==> config.mk <==
export PLATFORM = sky130hd
export DESIGN_NAME = as_serial_ctrl
export DESIGN_NICKNAME = d
export VERILOG_FILES = /design/src/inc/as_pkg.sv /design/src/as_serial_ctrl.sv
export VERILOG_INCLUDE_DIRS = /design/src /design/src/inc
export SDC_FILE = /design/constraint.sdc
export NUM_CORES = 1
export LEC_CHECK = 0
export ABC_AREA = 0
export BUFFER_PORTS_ARGS = -buffer_cell sky130_fd_sc_hd__buf_2
export CORE_ASPECT_RATIO = 0.8
export CORE_UTILIZATION = 45
export DETAILED_ROUTE_END_ITERATION = 10
export PLACE_DENSITY = 0.76
export SYNTH_ARGS = -nofsm -noshare
export SYNTH_HDL_FRONTEND = slang
export SYNTH_SLANG_ARGS = --single-unit
==> constraint.sdc <==
create_clock -name SYS_CLK_I -period 2.7 [get_ports SYS_CLK_I]
set_clock_uncertainty 0.2 [all_clocks]
set_input_delay 0.405 -clock SYS_CLK_I [delete_from_list [all_inputs] [get_ports SYS_CLK_I]]
set_output_delay 0.405 -clock SYS_CLK_I [all_outputs]
set_load 0.05 [all_outputs]
==> src/inc/as_consts.svh <==
// constants of the async serial control and status block
//
// ***************************************************************
// Overview of operation
// - loop bits choose normal, internal loop, single-wire
// - bit 7 gates empty-buffer flag onto interrupt
// - bit 6 gates done flag onto interrupt
// - bit 5 gates full and overrun flags
// - bit 4 gates quiet-line flag onto interrupt
// - tx_on enables transmitter; toggle queues preamble
// - rx_on enables or disables the receiver
// - rx_sleep parks receiver; hardware clears on wakeup
// - break_send toggle sends break; held sends more
// - status writes ignored; status always readable
// - empty flag sets on load, clears by sequence
// - done flag low while sending, high when idle
// - done clears by sequence or queueing; clear wins
// - full flag sets on frame, clears by sequence
// - quiet flag after 10 or 11 ones
// - quiet clears by sequence, rearmed by frame
// - no quiet flag while rx_sleep is set
// - nine-bit select sets frame and quiet length
// - long_break_sel picks break length 13/14
// - overrun sets when frame meets full register
// ***************************************************************
`ifndef AS_CONSTS_SVH
`define AS_CONSTS_SVH
// register byte offsets
`define AS_OFF_CTRL1  8'h00
`define AS_OFF_CTRL2  8'h04
`define AS_OFF_STAT1  8'h08
`define AS_OFF_DATAL  8'h0C
`define AS_OFF_CTRL3  8'h10
// control one fields
`define AS_C1_LOOP    7
`define AS_C1_SRC     5
`define AS_C1_NINE    4
`define AS_C1_MASK    8'hB0
// control two fields
`define AS_C2_TXE_IE  7
`define AS_C2_DONE_IE 6
`define AS_C2_RXF_IE  5
`define AS_C2_QUIET_IE 4
`define AS_C2_TX_ON   3
`define AS_C2_RX_ON   2
`define AS_C2_SLEEP   1
`define AS_C2_BREAK   0
// control three fields
`define AS_C3_LONGBRK 2
`define AS_C3_TXBIT8  0
`define AS_C3_MASK    8'h05
// status one fields
`define AS_S1_TXE     7
`define AS_S1_DONE    6
`define AS_S1_RXF     5
`define AS_S1_QUIET   4
`define AS_S1_OVR     3
`define AS_S1_MASK    8'hF8
// reset values
`define AS_CTRL_RST   8'h00
`define AS_STAT1_RST  8'hC0
// frame and break lengths in bit times
`define AS_LEN8       4'hA
`define AS_LEN9       4'hB
`define AS_BRK8       4'hA
`define AS_BRK9       4'hB
`define AS_LBRK8      4'hD
`define AS_LBRK9      4'hE
// bus responses
`define AS_RESP_OKAY  2'h0
`define AS_RESP_DEC   2'h3
`endif

==> src/inc/as_pkg.sv <==
// types of the async serial control and status block
package as_pkg;
  typedef enum logic [1:0] {AS_RX_IDLE, AS_RX_START, AS_RX_DATA, AS_RX_STOP} as_rx_st_t;
  typedef struct packed {
    logic        awvalid;
    logic [7:0]  awaddr;
    logic        wvalid;
    logic [31:0] wdata;
    logic [3:0]  wstrb;
    logic        bready;
    logic        arvalid;
    logic [7:0]  araddr;
    logic        rready;
  } as_axi_req_t;
  typedef struct packed {
    logic        awready;
    logic        wready;
    logic        bvalid;
    logic [1:0]  bresp;
    logic        arready;
    logic        rvalid;
    logic [31:0] rdata;
    logic [1:0]  rresp;
  } as_axi_rsp_t;
  typedef struct packed {
    logic [7:0]  ctrl1;
    logic [7:0]  ctrl2;
    logic [7:0]  ctrl3;
    logic [7:0]  stat1;
    logic [7:0]  armed;
    logic        quiet_ok;
    logic [7:0]  tx_buf;
    logic        tx_busy;
    logic [13:0] tx_shift;
    logic [3:0]  tx_left;
    logic [15:0] tx_cnt;
    logic        pre_pend;
    logic        brk_pend;
    logic [1:0]  rxd_sync;
    logic [1:0]  txd_sync;
    as_rx_st_t   rx_st;
    logic [15:0] rx_cnt;
    logic [3:0]  rx_bitn;
    logic [8:0]  rx_shift;
    logic [7:0]  rx_data;
    logic [19:0] quiet_cnt;
    logic        aw_got;
    logic [7:0]  aw_addr;
    logic        w_got;
    logic [7:0]  w_data;
    logic        w_lane0;
    logic        bvalid;
    logic [1:0]  bresp;
    logic        rvalid;
    logic [31:0] rdata;
    logic [1:0]  rresp;
  } as_state_t;
endpackage

==> src/as_serial_ctrl.sv <==
// async serial control/status registers with transmitter and receiver
`timescale 1ns/1ps
`include "as_consts.svh"
module as_serial_ctrl #(
  parameter int BIT_CYCLES = 16
) (
  // clock and reset
  input  wire logic               SYS_CLK_I,
  input  wire logic               RST_I,
  // register bus
  input  wire as_pkg::as_axi_req_t AXI_REQ_I,
  output as_pkg::as_axi_rsp_t      AXI_RSP_O,
  // serial line
  input  wire logic               RXD_I,
  input  wire logic               TXD_I,
  output logic                    TXD_O,
  output logic                    TXD_OE_O,
  // interrupt request
  output logic                    IRQ_O
);
  import as_pkg::*;

  // ***************************************************************
  // state and derived signals
  // ***************************************************************
  as_state_t s_reg;
  as_state_t s_next;

  logic [15:0] bit_cyc;
  logic [15:0] half_cyc;
  logic        nine;
  logic [3:0]  frame_len;
  logic [3:0]  brk_len;
  logic [19:0] quiet_lim;
  logic        tx_line;
  logic        tx_int;
  logic        rx_in;
  logic        aw_hs;
  logic        w_hs;
  logic        ar_hs;
  logic        aw_have;
  logic        w_have;
  logic [7:0]  wr_addr;
  logic [7:0]  rd_val;
  logic        rd_hit;

  // bit timing from the parameter; no baud divider register here
  assign bit_cyc   = 16'(BIT_CYCLES);
  assign half_cyc  = 16'(BIT_CYCLES / 2);

  // frame and break length follow the nine-bit and long-break selects
  assign nine      = s_reg.ctrl1[`AS_C1_NINE];
  assign frame_len = nine ? `AS_LEN9 : `AS_LEN8;
  assign brk_len   = s_reg.ctrl3[`AS_C3_LONGBRK] ?
                     (nine ? `AS_LBRK9 : `AS_LBRK8) :
                     (nine ? `AS_BRK9 : `AS_BRK8);
  assign quiet_lim = 20'(BIT_CYCLES * int'(frame_len));

  // line idles high whenever the shifter is not busy
  assign tx_line  = s_reg.tx_busy ? s_reg.tx_shift[0] : 1'b1;
  assign tx_int   = s_reg.ctrl2[`AS_C2_TX_ON] ? tx_line : 1'b1;

  // receiver source: pin, internal loop, or the tx pin itself
  always_comb begin
    if (!s_reg.ctrl1[`AS_C1_LOOP]) begin
      rx_in = s_reg.rxd_sync[1];
    end else if (s_reg.ctrl1[`AS_C1_SRC]) begin
      rx_in = s_reg.txd_sync[1];
    end else begin
      rx_in = tx_int;
    end
  end

  // ***************************************************************
  // bus handshakes
  // ***************************************************************
  assign aw_hs   = AXI_REQ_I.awvalid & AXI_RSP_O.awready;
  assign w_hs    = AXI_REQ_I.wvalid & AXI_RSP_O.wready;
  assign ar_hs   = AXI_REQ_I.arvalid & AXI_RSP_O.arready;
  assign aw_have = s_reg.aw_got | aw_hs;
  assign w_have  = s_reg.w_got | w_hs;
  assign wr_addr = s_reg.aw_got ? s_reg.aw_addr : AXI_REQ_I.awaddr;

  // read mux; status is readable at any time
  always_comb begin
    rd_hit = 1'b1;
    case ({AXI_REQ_I.araddr[7:2], 2'b00})
      `AS_OFF_CTRL1: rd_val = s_reg.ctrl1;
      `AS_OFF_CTRL2: rd_val = s_reg.ctrl2;
      `AS_OFF_STAT1: rd_val = s_reg.stat1 & `AS_S1_MASK;
      `AS_OFF_DATAL: rd_val = s_reg.rx_data;
      `AS_OFF_CTRL3: rd_val = s_reg.ctrl3;
      default: begin
        rd_val = 8'h00;
        rd_hit = 1'b0;
      end
    endcase
  end

  // ***************************************************************
  // next state
  // ***************************************************************
  always_comb begin
    logic [7:0] old_c2;
    logic [7:0] set_f;
    logic [7:0] clr_f;
    logic       done_clr;
    logic       done_set;
    logic       wr_go;
    logic [7:0] wd;
    logic       ln;
    logic       queued;
    logic       frame_end;
    logic       quiet_hit;
    old_c2    = s_reg.ctrl2;
    set_f     = 8'h00;
    clr_f     = 8'h00;
    done_clr  = 1'b0;
    done_set  = 1'b0;
    queued    = 1'b0;
    wr_go     = 1'b0;
    wd        = 8'h00;
    ln        = 1'b0;
    frame_end = 1'b0;
    quiet_hit = 1'b0;
    s_next    = s_reg;

    // two-stage synchronisers; only the second stage is read
    s_next.rxd_sync = {s_reg.rxd_sync[0], RXD_I};
    s_next.txd_sync = {s_reg.txd_sync[0], TXD_I};

    // write channel: address and data latched in either order
    if (aw_hs) begin
      s_next.aw_got  = 1'b1;
      s_next.aw_addr = AXI_REQ_I.awaddr;
    end
    if (w_hs) begin
      s_next.w_got   = 1'b1;
      s_next.w_data  = AXI_REQ_I.wdata[7:0];
      s_next.w_lane0 = AXI_REQ_I.wstrb[0];
    end
    wr_go = aw_have & w_have & ~s_reg.bvalid;
    if (s_reg.bvalid && AXI_REQ_I.bready) begin
      s_next.bvalid = 1'b0;
    end
    if (wr_go) begin
      wd = s_reg.w_got ? s_reg.w_data : AXI_REQ_I.wdata[7:0];
      ln = s_reg.w_got ? s_reg.w_lane0 : AXI_REQ_I.wstrb[0];
      s_next.aw_got = 1'b0;
      s_next.w_got  = 1'b0;
      s_next.bvalid = 1'b1;
      s_next.bresp  = `AS_RESP_OKAY;
      case ({wr_addr[7:2], 2'b00})
        `AS_OFF_CTRL1: if (ln) s_next.ctrl1 = wd & `AS_C1_MASK;
        `AS_OFF_CTRL2: if (ln) s_next.ctrl2 = wd;
        `AS_OFF_CTRL3: if (ln) s_next.ctrl3 = wd & `AS_C3_MASK;
        `AS_OFF_STAT1: ;
        `AS_OFF_DATAL: begin
          if (ln) begin
            s_next.tx_buf = wd;
            // second step of the clear sequence for the tx flags
            clr_f[`AS_S1_TXE] = s_reg.armed[`AS_S1_TXE];
            done_clr          = s_reg.armed[`AS_S1_DONE];
            s_next.armed[`AS_S1_TXE]  = 1'b0;
            s_next.armed[`AS_S1_DONE] = 1'b0;
          end
        end
        default: s_next.bresp = `AS_RESP_DEC;
      endcase
    end

    // 0->1 on tx_on queues a preamble, on break_send a break
    if (~old_c2[`AS_C2_TX_ON] & s_next.ctrl2[`AS_C2_TX_ON]) begin
      s_next.pre_pend = 1'b1;
      queued          = 1'b1;
    end
    if (~old_c2[`AS_C2_BREAK] & s_next.ctrl2[`AS_C2_BREAK]) begin
      s_next.brk_pend = 1'b1;
      queued          = 1'b1;
    end

    // read channel: status read arms, data read completes the clear
    if (s_reg.rvalid && AXI_REQ_I.rready) begin
      s_next.rvalid = 1'b0;
    end
    if (ar_hs) begin
      s_next.rvalid = 1'b1;
      s_next.rdata  = {24'h000000, rd_val};
      s_next.rresp  = rd_hit ? `AS_RESP_OKAY : `AS_RESP_DEC;
      if ({AXI_REQ_I.araddr[7:2], 2'b00} == `AS_OFF_STAT1) begin
        s_next.armed = s_reg.stat1 & `AS_S1_MASK;
      end
      if ({AXI_REQ_I.araddr[7:2], 2'b00} == `AS_OFF_DATAL) begin
        clr_f[`AS_S1_RXF]   = s_reg.armed[`AS_S1_RXF];
        clr_f[`AS_S1_QUIET] = s_reg.armed[`AS_S1_QUIET];
        clr_f[`AS_S1_OVR]   = s_reg.armed[`AS_S1_OVR];
        s_next.armed[`AS_S1_RXF]   = 1'b0;
        s_next.armed[`AS_S1_QUIET] = 1'b0;
        s_next.armed[`AS_S1_OVR]   = 1'b0;
      end
    end

    // transmitter: one bit per BIT_CYCLES, lsb first
    if (s_reg.tx_busy) begin
      if (s_reg.tx_cnt == 16'h0001) begin
        s_next.tx_cnt   = bit_cyc;
        s_next.tx_shift = {1'b1, s_reg.tx_shift[13:1]};
        s_next.tx_left  = s_reg.tx_left - 4'h1;
        if (s_reg.tx_left == 4'h1) begin
          s_next.tx_busy = 1'b0;
        end
      end else begin
        s_next.tx_cnt = s_reg.tx_cnt - 16'h0001;
      end
    end else if (s_reg.ctrl2[`AS_C2_TX_ON]) begin
      if (s_reg.brk_pend || s_reg.ctrl2[`AS_C2_BREAK]) begin
        // break of all zeros, repeated while break_send stays set
        s_next.brk_pend = 1'b0;
        s_next.tx_busy  = 1'b1;
        s_next.tx_shift = 14'h0000;
        s_next.tx_left  = brk_len;
        s_next.tx_cnt   = bit_cyc;
      end else if (s_reg.pre_pend) begin
        s_next.pre_pend = 1'b0;
        s_next.tx_busy  = 1'b1;
        s_next.tx_shift = 14'h3FFF;
        s_next.tx_left  = frame_len;
        s_next.tx_cnt   = bit_cyc;
      end else if (!s_reg.stat1[`AS_S1_TXE]) begin
        // shifter takes the byte: buffer empty again
        set_f[`AS_S1_TXE] = 1'b1;
        s_next.tx_busy    = 1'b1;
        s_next.tx_shift   = nine ?
          {4'b1111, s_reg.ctrl3[`AS_C3_TXBIT8], s_reg.tx_buf, 1'b0} :
          {4'b1111, 1'b1, s_reg.tx_buf, 1'b0};
        s_next.tx_left    = frame_len;
        s_next.tx_cnt     = bit_cyc;
        queued            = 1'b1;
      end
    end

    // done flag: low while anything is sent or queued
    done_set = s_reg.stat1[`AS_S1_TXE] & ~s_reg.tx_busy & ~s_reg.pre_pend
               & ~s_reg.brk_pend & ~s_reg.ctrl2[`AS_C2_BREAK];
    if (s_reg.tx_busy || queued) begin
      done_clr = 1'b1;
    end

    // receiver: start check at mid bit, then sample each bit time
    if (!s_reg.ctrl2[`AS_C2_RX_ON]) begin
      s_next.rx_st     = AS_RX_IDLE;
      s_next.quiet_cnt = 20'h00000;
    end else begin
      case (s_reg.rx_st)
        AS_RX_IDLE: begin
          if (!rx_in) begin
            s_next.rx_st  = AS_RX_START;
            s_next.rx_cnt = half_cyc;
          end
        end
        AS_RX_START: begin
          if (s_reg.rx_cnt == 16'h0001) begin
            s_next.rx_st   = rx_in ? AS_RX_IDLE : AS_RX_DATA;
            s_next.rx_cnt  = bit_cyc;
            s_next.rx_bitn = 4'h0;
          end else begin
            s_next.rx_cnt = s_reg.rx_cnt - 16'h0001;
          end
        end
        AS_RX_DATA: begin
          if (s_reg.rx_cnt == 16'h0001) begin
            s_next.rx_cnt   = bit_cyc;
            s_next.rx_shift = {rx_in, s_reg.rx_shift[8:1]};
            s_next.rx_bitn  = s_reg.rx_bitn + 4'h1;
            if (s_reg.rx_bitn == frame_len - 4'h3) begin
              s_next.rx_st = AS_RX_STOP;
            end
          end else begin
            s_next.rx_cnt = s_reg.rx_cnt - 16'h0001;
          end
        end
        AS_RX_STOP: begin
          if (s_reg.rx_cnt == 16'h0001) begin
            s_next.rx_st = AS_RX_IDLE;
            frame_end    = 1'b1;
          end else begin
            s_next.rx_cnt = s_reg.rx_cnt - 16'h0001;
          end
        end
        default: s_next.rx_st = AS_RX_IDLE;
      endcase

      // a run of ones one frame long is a quiet line
      if (!rx_in) begin
        s_next.quiet_cnt = 20'h00000;
      end else if (s_reg.quiet_cnt != quiet_lim) begin
        s_next.quiet_cnt = s_reg.quiet_cnt + 20'h00001;
        quiet_hit        = (s_reg.quiet_cnt + 20'h00001) == quiet_lim;
      end
    end

    // frames in standby are dropped; a full register means overrun
    if (frame_end && !s_reg.ctrl2[`AS_C2_SLEEP]) begin
      if (s_reg.stat1[`AS_S1_RXF]) begin
        set_f[`AS_S1_OVR] = 1'b1;
      end else begin
        set_f[`AS_S1_RXF] = 1'b1;
        s_next.rx_data    = nine ? s_reg.rx_shift[7:0] : s_reg.rx_shift[8:1];
        s_next.quiet_ok   = 1'b1;
      end
    end

    // quiet line wakes a sleeping receiver instead of flagging
    if (quiet_hit) begin
      if (s_reg.ctrl2[`AS_C2_SLEEP]) begin
        s_next.ctrl2[`AS_C2_SLEEP] = 1'b0;
      end else if (s_reg.quiet_ok) begin
        set_f[`AS_S1_QUIET] = 1'b1;
      end
    end
    if (clr_f[`AS_S1_QUIET]) begin
      s_next.quiet_ok = set_f[`AS_S1_RXF];
    end

    // set beats clear for every flag except done, where clear wins
    s_next.stat1 = ((s_reg.stat1 & ~clr_f) | set_f) & `AS_S1_MASK;
    s_next.stat1[`AS_S1_DONE] = done_clr ? 1'b0 :
                                (done_set | s_reg.stat1[`AS_S1_DONE]);
  end

  // ***************************************************************
  // registers
  // ***************************************************************
  always_ff @(posedge SYS_CLK_I) begin
    if (RST_I) begin
      s_reg          <= '0;
      s_reg.ctrl1    <= `AS_CTRL_RST;
      s_reg.ctrl2    <= `AS_CTRL_RST;
      s_reg.ctrl3    <= `AS_CTRL_RST;
      s_reg.stat1    <= `AS_STAT1_RST;
      s_reg.rxd_sync <= 2'b11;
      s_reg.txd_sync <= 2'b11;
      s_reg.tx_shift <= 14'h3FFF;
      s_reg.rx_st    <= AS_RX_IDLE;
    end else begin
      s_reg <= s_next;
    end
  end

  // ***************************************************************
  // outputs
  // ***************************************************************
  assign AXI_RSP_O.awready = ~s_reg.aw_got & ~s_reg.bvalid;
  assign AXI_RSP_O.wready  = ~s_reg.w_got & ~s_reg.bvalid;
  assign AXI_RSP_O.bvalid  = s_reg.bvalid;
  assign AXI_RSP_O.bresp   = s_reg.bresp;
  assign AXI_RSP_O.arready = ~s_reg.rvalid;
  assign AXI_RSP_O.rvalid  = s_reg.rvalid;
  assign AXI_RSP_O.rdata   = s_reg.rdata;
  assign AXI_RSP_O.rresp   = s_reg.rresp;

  // pin handed to the serial logic only while the transmitter is on
  assign TXD_O    = tx_int;
  assign TXD_OE_O = s_reg.ctrl2[`AS_C2_TX_ON];

  // receiver requests are held off during standby
  assign IRQ_O = (s_reg.stat1[`AS_S1_TXE] & s_reg.ctrl2[`AS_C2_TXE_IE])
               | (s_reg.stat1[`AS_S1_DONE] & s_reg.ctrl2[`AS_C2_DONE_IE])
               | ((s_reg.stat1[`AS_S1_RXF] | s_reg.stat1[`AS_S1_OVR])
                  & s_reg.ctrl2[`AS_C2_RXF_IE] & ~s_reg.ctrl2[`AS_C2_SLEEP])
               | (s_reg.stat1[`AS_S1_QUIET] & s_reg.ctrl2[`AS_C2_QUIET_IE]
                  & ~s_reg.ctrl2[`AS_C2_SLEEP]);
endmodule

* Yosys cells after proc, flatten, opt, wreduce, memory -nomap -nowiden
Cells that the tools add are included.
** Word-level totals
- Flip-flop bits (word level) :: 168
- Latch bits :: 0
- RAM bits :: 0
- ROM bits :: 0
- Input port bits :: 61
- Output and inout bits :: 44
- Logic and storage cells :: 238
- Memories kept :: 0
** Operators by class
- Add/subtract/negate cells :: 6
- $mul :: 0
- Div/mod/pow operators :: 0
- $lt $le $gt $ge :: 0
- Equal/unequal tests :: 26
- Shift operators :: 0
- Mux-type cells :: 97
- Bitwise operators :: 42
- Reduce and logical (&&, ||, !) cells :: 33
** Operators with widths (number)
- two-way mux 35 bit :: 5
- case mux 18 bit (4 select lines) :: 1
- two-way mux 1 bit :: 53
- two-way mux 16 bit :: 3
- two-way mux 8 bit :: 5
- case mux 8 bit (5 select lines) :: 1
- two-way mux 37 bit :: 1
- == test 16 x 1 -> 1 bit, second input constant :: 2
- subtractor 16 x 1 -> 16 bit, second input constant :: 2
- == test 6 x 2 -> 1 bit, second input constant :: 4
- two-way mux 2 bit :: 12
- two-way mux 3 bit :: 7
- AND reduction 3 bit :: 7
- adder 20 x 1 -> 20 bit, second input constant :: 1
- == test 20 x 8 -> 1 bit :: 1
- inequality test 20 x 8 -> 1 bit :: 1
- AND 1 bit :: 19
- two-way mux 19 bit :: 1
- two-way mux 18 bit :: 1
- two-way mux 13 bit :: 1
- inverter 1 bit :: 13
- == test 6 x 1 -> 1 bit, second input constant :: 2
- == test 6 x 3 -> 1 bit, second input constant :: 2
- zero test 6 bit :: 2
- other kinds (29) :: 57

* Logic depth before layout (Yosys ltp)
Gate-level depths: netlist of the first run.
- Depth after elaboration :: 18
- Depth in mapped cells :: 10
- Gate-level depth less buffers :: 8

* Worst setup path after synthesis of the first run
OpenSTA, ideal clock, no wires.
- Kind :: register to register
- Start :: register s_reg, in the netlist TXD_OE_O
- End :: register s_reg[110] in the netlist's numbering
- Setup time :: 0.117 ns
- Arrival :: 2.772 ns
- Data required time :: 2.383 ns
- Path slack :: -0.389 ns
- Cell stages (with the launch flop) :: 9
- Path buffers :: 2
- Period minus slack after synthesis :: 3.089 ns
- Path through :: dfxtp_1 -> clkbuf_1 -> nand3b_1 -> a211oi_2 -> o221ai_1 -> clkbuf_1 -> nor3_1 -> xnor2_1 -> nor2_1
** Between the ends
- Longest elaborated chain between the ends :: 5
** Ends and longest elaborated chain
- start: declaration :: line as_serial_ctrl.sv:26 : as_state_t s_reg;
- start signal: assignment :: line as_serial_ctrl.sv:346 : s_reg <= s_next;
- two-way mux 1 bit :: line as_serial_ctrl.sv:61 : assign tx_int = s_reg.ctrl2[`AS_C2_TX_ON] ? tx_line : 1'b1;
- via TXD_O :: line as_serial_ctrl.sv:16 : output logic TXD_O,
- two-way mux 1 bit :: line as_serial_ctrl.sv:67 : end else if (s_reg.ctrl1[`AS_C1_SRC]) begin
- two-way mux 1 bit :: line as_serial_ctrl.sv:65 : if (!s_reg.ctrl1[`AS_C1_LOOP]) begin
- inequality test 2 bit (no source line)
- AND reduction 3 bit (no source line)
The timed path passes the listed nets, and every way through them passes these cells.
A chain may end at the register's enable or synchronous reset.

* Final worst setup path of the first run
- Start :: register s_reg[128] in the netlist's numbering
- End :: register s_reg[137] in the netlist's numbering
** Between the ends
- Longest elaborated chain between the ends :: 3
- Elaborated cells between the ends (all ways) :: 4
- Those cells by class :: 1 x add/sub; 1 x eq/ne; 2 x mux
** Ends and longest elaborated chain
- subtractor 16 x 1 -> 16 bit / == test 16 x 1 -> 1 bit (equally long branches) :: line as_serial_ctrl.sv:213, as_serial_ctrl.sv:205
- two-way mux 16 bit (*) :: line as_serial_ctrl.sv:205 : if (s_reg.tx_cnt == 16'h0001) begin
- two-way mux 35 bit (*) :: line as_serial_ctrl.sv:204 : if (s_reg.tx_busy) begin
Mark *: on every way between the ends. The rest lies on a longest branch, timed or not.

==> impl_metrics.ini, run 1 <==
[outcome]
outcome = finished, final reports clean

[timing]
setup-tns-final_ns = 0
finalMaxSlewViolations = 0
finalHoldViolCount = 0
rsz0062_at_grt = false
slew_headroom = 0.558
finalCritPeriodShare = 0.953
min_period_ns = 2.57
setup_viol = 0
fmax_mhz = 389
tightest_slew_ns = 0.661

[clock_network]
cts_tree = yes
clkLatencyLatePin_ns = 0.43
numCtsBuffers = 17
cts_root_buffer = clkbuf_16
cts_setup_buffers = 0
clkSinkCount = 161
cts_buffer_depth = 2
clk_pin_slew_worst_paths_ns = 0.06
h-tree-depth = 4

[cells_and_area]
largest_reg_flops = 144
fin_nets = 1061
area_growth_pct = 12.8
layout-drive-gt1-share = 0.149
antennaDiodeCount = 0
fill_cells = 1598
fin_area_mm2 = 0.00902

[floorplanning]
io_pins = 105
coreArea_mm2 = 0.0174
initial_core_util = 0.460
die_h_um = 121
std_cell_rows = 43
die-width_um = 151
die_area_mm2 = 0.0183

[setup_path]
worstSetupPathType = flip-flop to flip-flop
worst_r2r_path_depth = 7
end_kind = flip-flop
path_max_fanout = 7
start_kind = flip-flop
required_ns = 2.81
crit_arrival_ns = 2.69

[drt]
vias = 6744
drc = 0
wl_per_cell_um = 14.6
viasPerCell = 5.50
drt_iter0_markers = 537
drt-total-wl_mm = 17.9
antenna_left = 0
firstDrtPassIters = 6

[synthesis]
ys_seq_elements = 161
synthCells = 957
ys.warnings.count = 0
synth_ff_type = dfxtp_1
syn_area_mm2 = 0.00800
synth-edff-count = 0
synth-async-reset-ratio = 0
synth_area_per_cell_um2 = 8.36
synth_cell_types = 69
seq_area_frac_synth = 0.403

[grt]
first_global_vias = 6080
antenna_found_initial = 0
overflow = 0
grt_max_degree = 44
grt_use_total = 0.205
grt_pass1_wl_mm = 29.6

[flow_run]
max-cap-violations = 0

[place]
place_area_mm2 = 0.00837
dpl.hpwl_mm = 12.4
gp_congestion = 0.839
port_buffers = 49

[power]
power_mw = 5.96
p_per_area_mw_per_mm2 = 661
leakage_nw = 3.37
ir_worst_vdd_v = 0.000355

[hold_path]
hold_path_class = input pin to flip-flop
hold_depth = 3
-- final cells by class --
type | instances | area (µm²) | share of cell area
Timing Repair Buffer | 85 | 538 | 0.0596
Tap cell | 225 | 282 | 0.0312
Multi-Input combinational cell | 703 | 4270 | 0.473
Clock inverter | 12 | 183 | 0.0202
Inverter | 21 | 78.8 | 0.00873
Clock buffer | 20 | 447 | 0.0495
Sequential cell | 161 | 3230 | 0.358
-- stage by stage --
| stage | hold WS (ns) | utilization | worst slack [ns] | std cells |
|---|---|---|---|---|
| floorplan | 0.189 | - | 0.00170 | 980 |
| global placement | 0.195 | 0.481 | 0.190 | 1192 |
| detailed placement | 0.199 | 0.481 | 0.154 | 1192 |
| CTS | 0.00314 | 0.519 | 0.146 | 1227 |
| global route | 0.00818 | 0.519 | 0.00465 | 1227 |
| finish | 0.0173 | 0.519 | 0.127 | 1227 |
-- final timing paths --
path / start / end / slack, ns
worst max register to register: s_reg[128] / s_reg[137] / 0.13
worst min-delay path: AXI_REQ_I[15] / s_reg[39] / 0.02
worst min register to register: s_next[119] / s_reg[119] / 0.21
worst max-delay path: s_reg[128] / s_reg[137] / 0.13
-- cells by family (layout without fill, tap and decap cells) --
group	after synthesis	count (layout)	synth area share
AND/OR/NAND/NOR	395	395	0.238
AO/OA/AOI/OAI	188	188	0.160
adder cells (fa/ha/maj)	11	11	0.0172
XOR/XNOR	38	38	0.0416
flip-flops	161	161	0.403
buffers and inverters	116	138	0.0751
multiplexers	47	47	0.0644
other	1	24	0.000469
-- layout by cell type (no fill, tap or decap), drive strengths merged, types with 4 or more instances in the layout --
| master | n |
|---|---|
| a211oi | 21 |
| mux2 | 6 |
| nand3 | 28 |
| buf | 82 |
| nor2 | 157 |
| nor3 | 33 |
| nand4 | 11 |
| or2 | 11 |
| and2 | 10 |
| ha | 11 |
| o22ai | 4 |
| a22oi | 15 |
| or3 | 8 |
| xor2 | 14 |
| nand3b | 7 |
| a31oi | 8 |
| a221o | 5 |
| xnor2 | 24 |
| clkbuf | 20 |
| mux2i | 38 |
| nand2 | 71 |
| o31ai | 7 |
| and3 | 5 |
| a21o | 5 |
| nor4 | 20 |
| a2bb2oi | 11 |
| bufinv | 4 |
| nor2b | 8 |
| nor3b | 4 |
| o21ai | 33 |
| dfxtp | 161 |
| a21oi | 57 |
| inv | 23 |
| nand2b | 8 |
| conb | 24 |
| or4 | 4 |
-- power by group --
group	total (mW)	switching [mW]	internal, mW
sequential	2.57	0.0951	2.48
combinational	0.814	0.540	0.274
clock	2.58	0.998	1.58
total	5.96	1.63	4.33
-- per-layer routing --
layer  wire (µm)  global-route usage
met5           0                   0
met3        1200              0.0511
met1        8860               0.288
met4         161              0.0594
met2        7690               0.308
-- critical path: stages, from the launching register on --
cell and delay, ns:
dfxtp_1 0.34, or3_1 0.38, or4_1 0.55, buf_4 0.20
o311ai_4 0.39, nor2_1 0.11, o21ai_0 0.18, o21ai_0 0.10
-- synthesized netlist by cell type (19+ instances only) --
master	count	area (µm²)
a21oi_1	57	285
buf_4	40	300
a211oi_1	19	143
mux2i_1	38	380
o21ai_0	33	165
inv_1	21	78.8
nor3_1	33	165
nor2_1	157	589
clkbuf_1	47	176
xnor2_1	24	210
nand2_1	69	259
nand3_1	28	140
dfxtp_1	161	3220
-- timing repair --
item                                   in CTS  in global routing
hold buffers                                3                  0
endpoints found under the hold margin       3                  0
gates resized for setup                     0                  0
No activity file was read; power rests on OpenSTA's default activity.
==> inputs of run 2 (changes only) <==
--- a/config.mk
+++ b/config.mk
@@ -12,6 +12,7 @@
 export CORE_UTILIZATION = 45
 export DETAILED_ROUTE_END_ITERATION = 10
 export PLACE_DENSITY = 0.76
+export SETUP_SLACK_MARGIN = 0.5
 export SYNTH_ARGS = -nofsm -noshare
 export SYNTH_HDL_FRONTEND = slang
 export SYNTH_SLANG_ARGS = --single-unit
==> run 2 against run 1 <==
Effect of this change:
- cell area up 10%
- utilization rose by 5.3 points
- clock-buffer cell count increased by 3
- combinational power is 21% higher
- via count grew 5.6%
- largest power group unchanged
- worst setup slack better by 0.12 ns
- critical path depth up 1
- first-iteration DRC count rose by 3.4%
- maximum frequency up 4.9%
- critical path type unchanged
- sequential power is essentially flat
- flip-flop and latch count is the same
==> impl_metrics.ini, run 2 (synthesis gave the netlist of run 1 again) <==
[timing]
fmax_mhz = 408
rsz0062_at_grt = true
slew_headroom = 0.533
tightest_slew_ns = 0.694
finalMaxSlewViolations = 0
min_period_ns = 2.45
setup-tns-final_ns = 0
finalHoldViolCount = 0
setup_viol = 0
finalCritPeriodShare = 0.908

[grt]
antenna_found_initial = 0
grt_pass1_wl_mm = 31.3
first_global_vias = 6287
grt_max_degree = 35
grt_use_total = 0.217
overflow = 0

[power]
ir_worst_vdd_v = 0.000368
p_per_area_mw_per_mm2 = 627
power_mw = 6.23
leakage_nw = 3.71

[setup_path]
end_kind = flip-flop
start_kind = flip-flop
critPathMaxStageDelay_ns = 0.52
path_max_fanout = 3
required_ns = 2.82
worstSetupPathType = flip-flop to flip-flop
path_delay_family = simple AND/OR/NAND/NOR gates
critPathMostFrequentCell = o21ai_1
crit_arrival_ns = 2.57
path_cells = or3_4 -> or4_4 -> buf_6 -> buf_4 -> nor3_1 -> nor2_2 -> o21ai_1 -> o21ai_1
cpMaxStageDelayCell = or4_4
cp_num_buf_inv = 2

[cells_and_area]
final_cells = 1261
layout-drive-gt1-share = 0.260
final_cell_mix = nor2_1, dfxtp_1, nand2_1, a21oi_1, buf_2
fin_nets = 1095
area_growth_pct = 24.2
final_common_cell = nor2_1
fin_util = 0.572
largest_reg_flops = 144
antennaDiodeCount = 0

[clock_network]
h-tree-depth = 4
cts_buffer_depth = 2
clkSinkCount = 161
numCtsBuffers = 17
cts_tree = yes
cts_root_buffer = clkbuf_16
clk_pin_slew_worst_paths_ns = 0.06
clkLatencyLatePin_ns = 0.43

[outcome]
outcome = finished, final reports clean

[drt]
vias = 7125
drt-total-wl_mm = 20.0
antenna_left = 0
drc = 0
firstDrtPassIters = 5
wl_per_cell_um = 15.8
drt_iter0_markers = 555
viasPerCell = 5.65

[floorplanning]
coreArea_mm2 = 0.0174
die_h_um = 121
die-width_um = 151
std_cell_rows = 43
io_pins = 105
initial_core_util = 0.460
die_area_mm2 = 0.0183

[place]
gp_congestion = 0.896
port_buffers = 49
dpl.hpwl_mm = 12.7
placed_cells = 1185

[flow_run]
max-cap-violations = 0

[hold_path]
hold_path_class = input pin to flip-flop
==> run 2: cell count changes in the layout (fill, tap and decap cells not counted), moves of 10 or more <==
| cell | previous run | this run |
|---|---|---|
| o21ai_1 | 0 | 17 |
| buf_6 | 0 | 17 |
| nor2_2 | 0 | 10 |
| o21ai_0 | 33 | 15 |
| buf_4 | 33 | 46 |
| dfxtp_2 | 0 | 17 |
| nor2_1 | 157 | 141 |
| dfxtp_1 | 160 | 140 |
==> run 2: final timing paths <==
path	slack (ns)	cells after the start	from	endpoint
setup / recovery	0.25	8	s_reg[130]	s_reg[137]
hold / removal	0.02	3	AXI_REQ_I[22]	s_reg[46]
setup reg to reg	0.25	8	s_reg[130]	s_reg[137]
hold reg to reg	0.21	1	s_next[119]	s_reg[119]
==> run 2: per-layer routing <==
metal  global-route usage  up-vias  share of wire
met5                    0        -              0
met4               0.0800        0          0.017
met3               0.0451       31          0.060
met2                0.315      238           0.45
met1                0.312     3415           0.47
li1                     -     3441              -
==> run 2: layout make-up <==
type	count	area [µm²]
Multi-Input combinational cell	704	4780
Clock inverter	9	179
Inverter	21	81.3
Sequential cell	161	3260
Timing Repair Buffer	118	892
Fill cell	1450	7440
Clock buffer	23	468
Tap cell	225	282
==> run 2: worst register-to-register path, stage by stage, from the launching register on <==
cell	delay, ns
dfxtp_2	0.33
or3_4	0.38
or4_4	0.52
buf_6	0.16
buf_4	0.14
nor3_1	0.34
nor2_2	0.09
o21ai_1	0.12
o21ai_1	0.07
==> run 2: power breakdown <==
part           switching [mW]  internal [mW]
clock network           0.974           1.69
logic                   0.610          0.375
registers               0.103           2.48
==> run 2: what timing repair did <==
action / 4_1_cts / 5_1_grt
resized for setup: 48 / 86
gates cloned: 1 / 1
hold endpoints to repair: 3 / 0
pin swaps: 16 / 33
hold buffers: 3 / 0
setup endpoints to repair: 73 / 85
setup buffers: 12 / 27
==> run 2: stage by stage <==
stage | hold WS (ns) | area, µm² | setup slack, ns
floorplan | 0.189 | 8310 | 0.103
global placement | 0.193 | 8430 | 0.193
detailed placement | 0.201 | 8430 | 0.170
CTS | 0.00745 | 9370 | 0.317
global route | 0.0201 | 9940 | 0.207
finish | 0.0215 | 9940 | 0.248
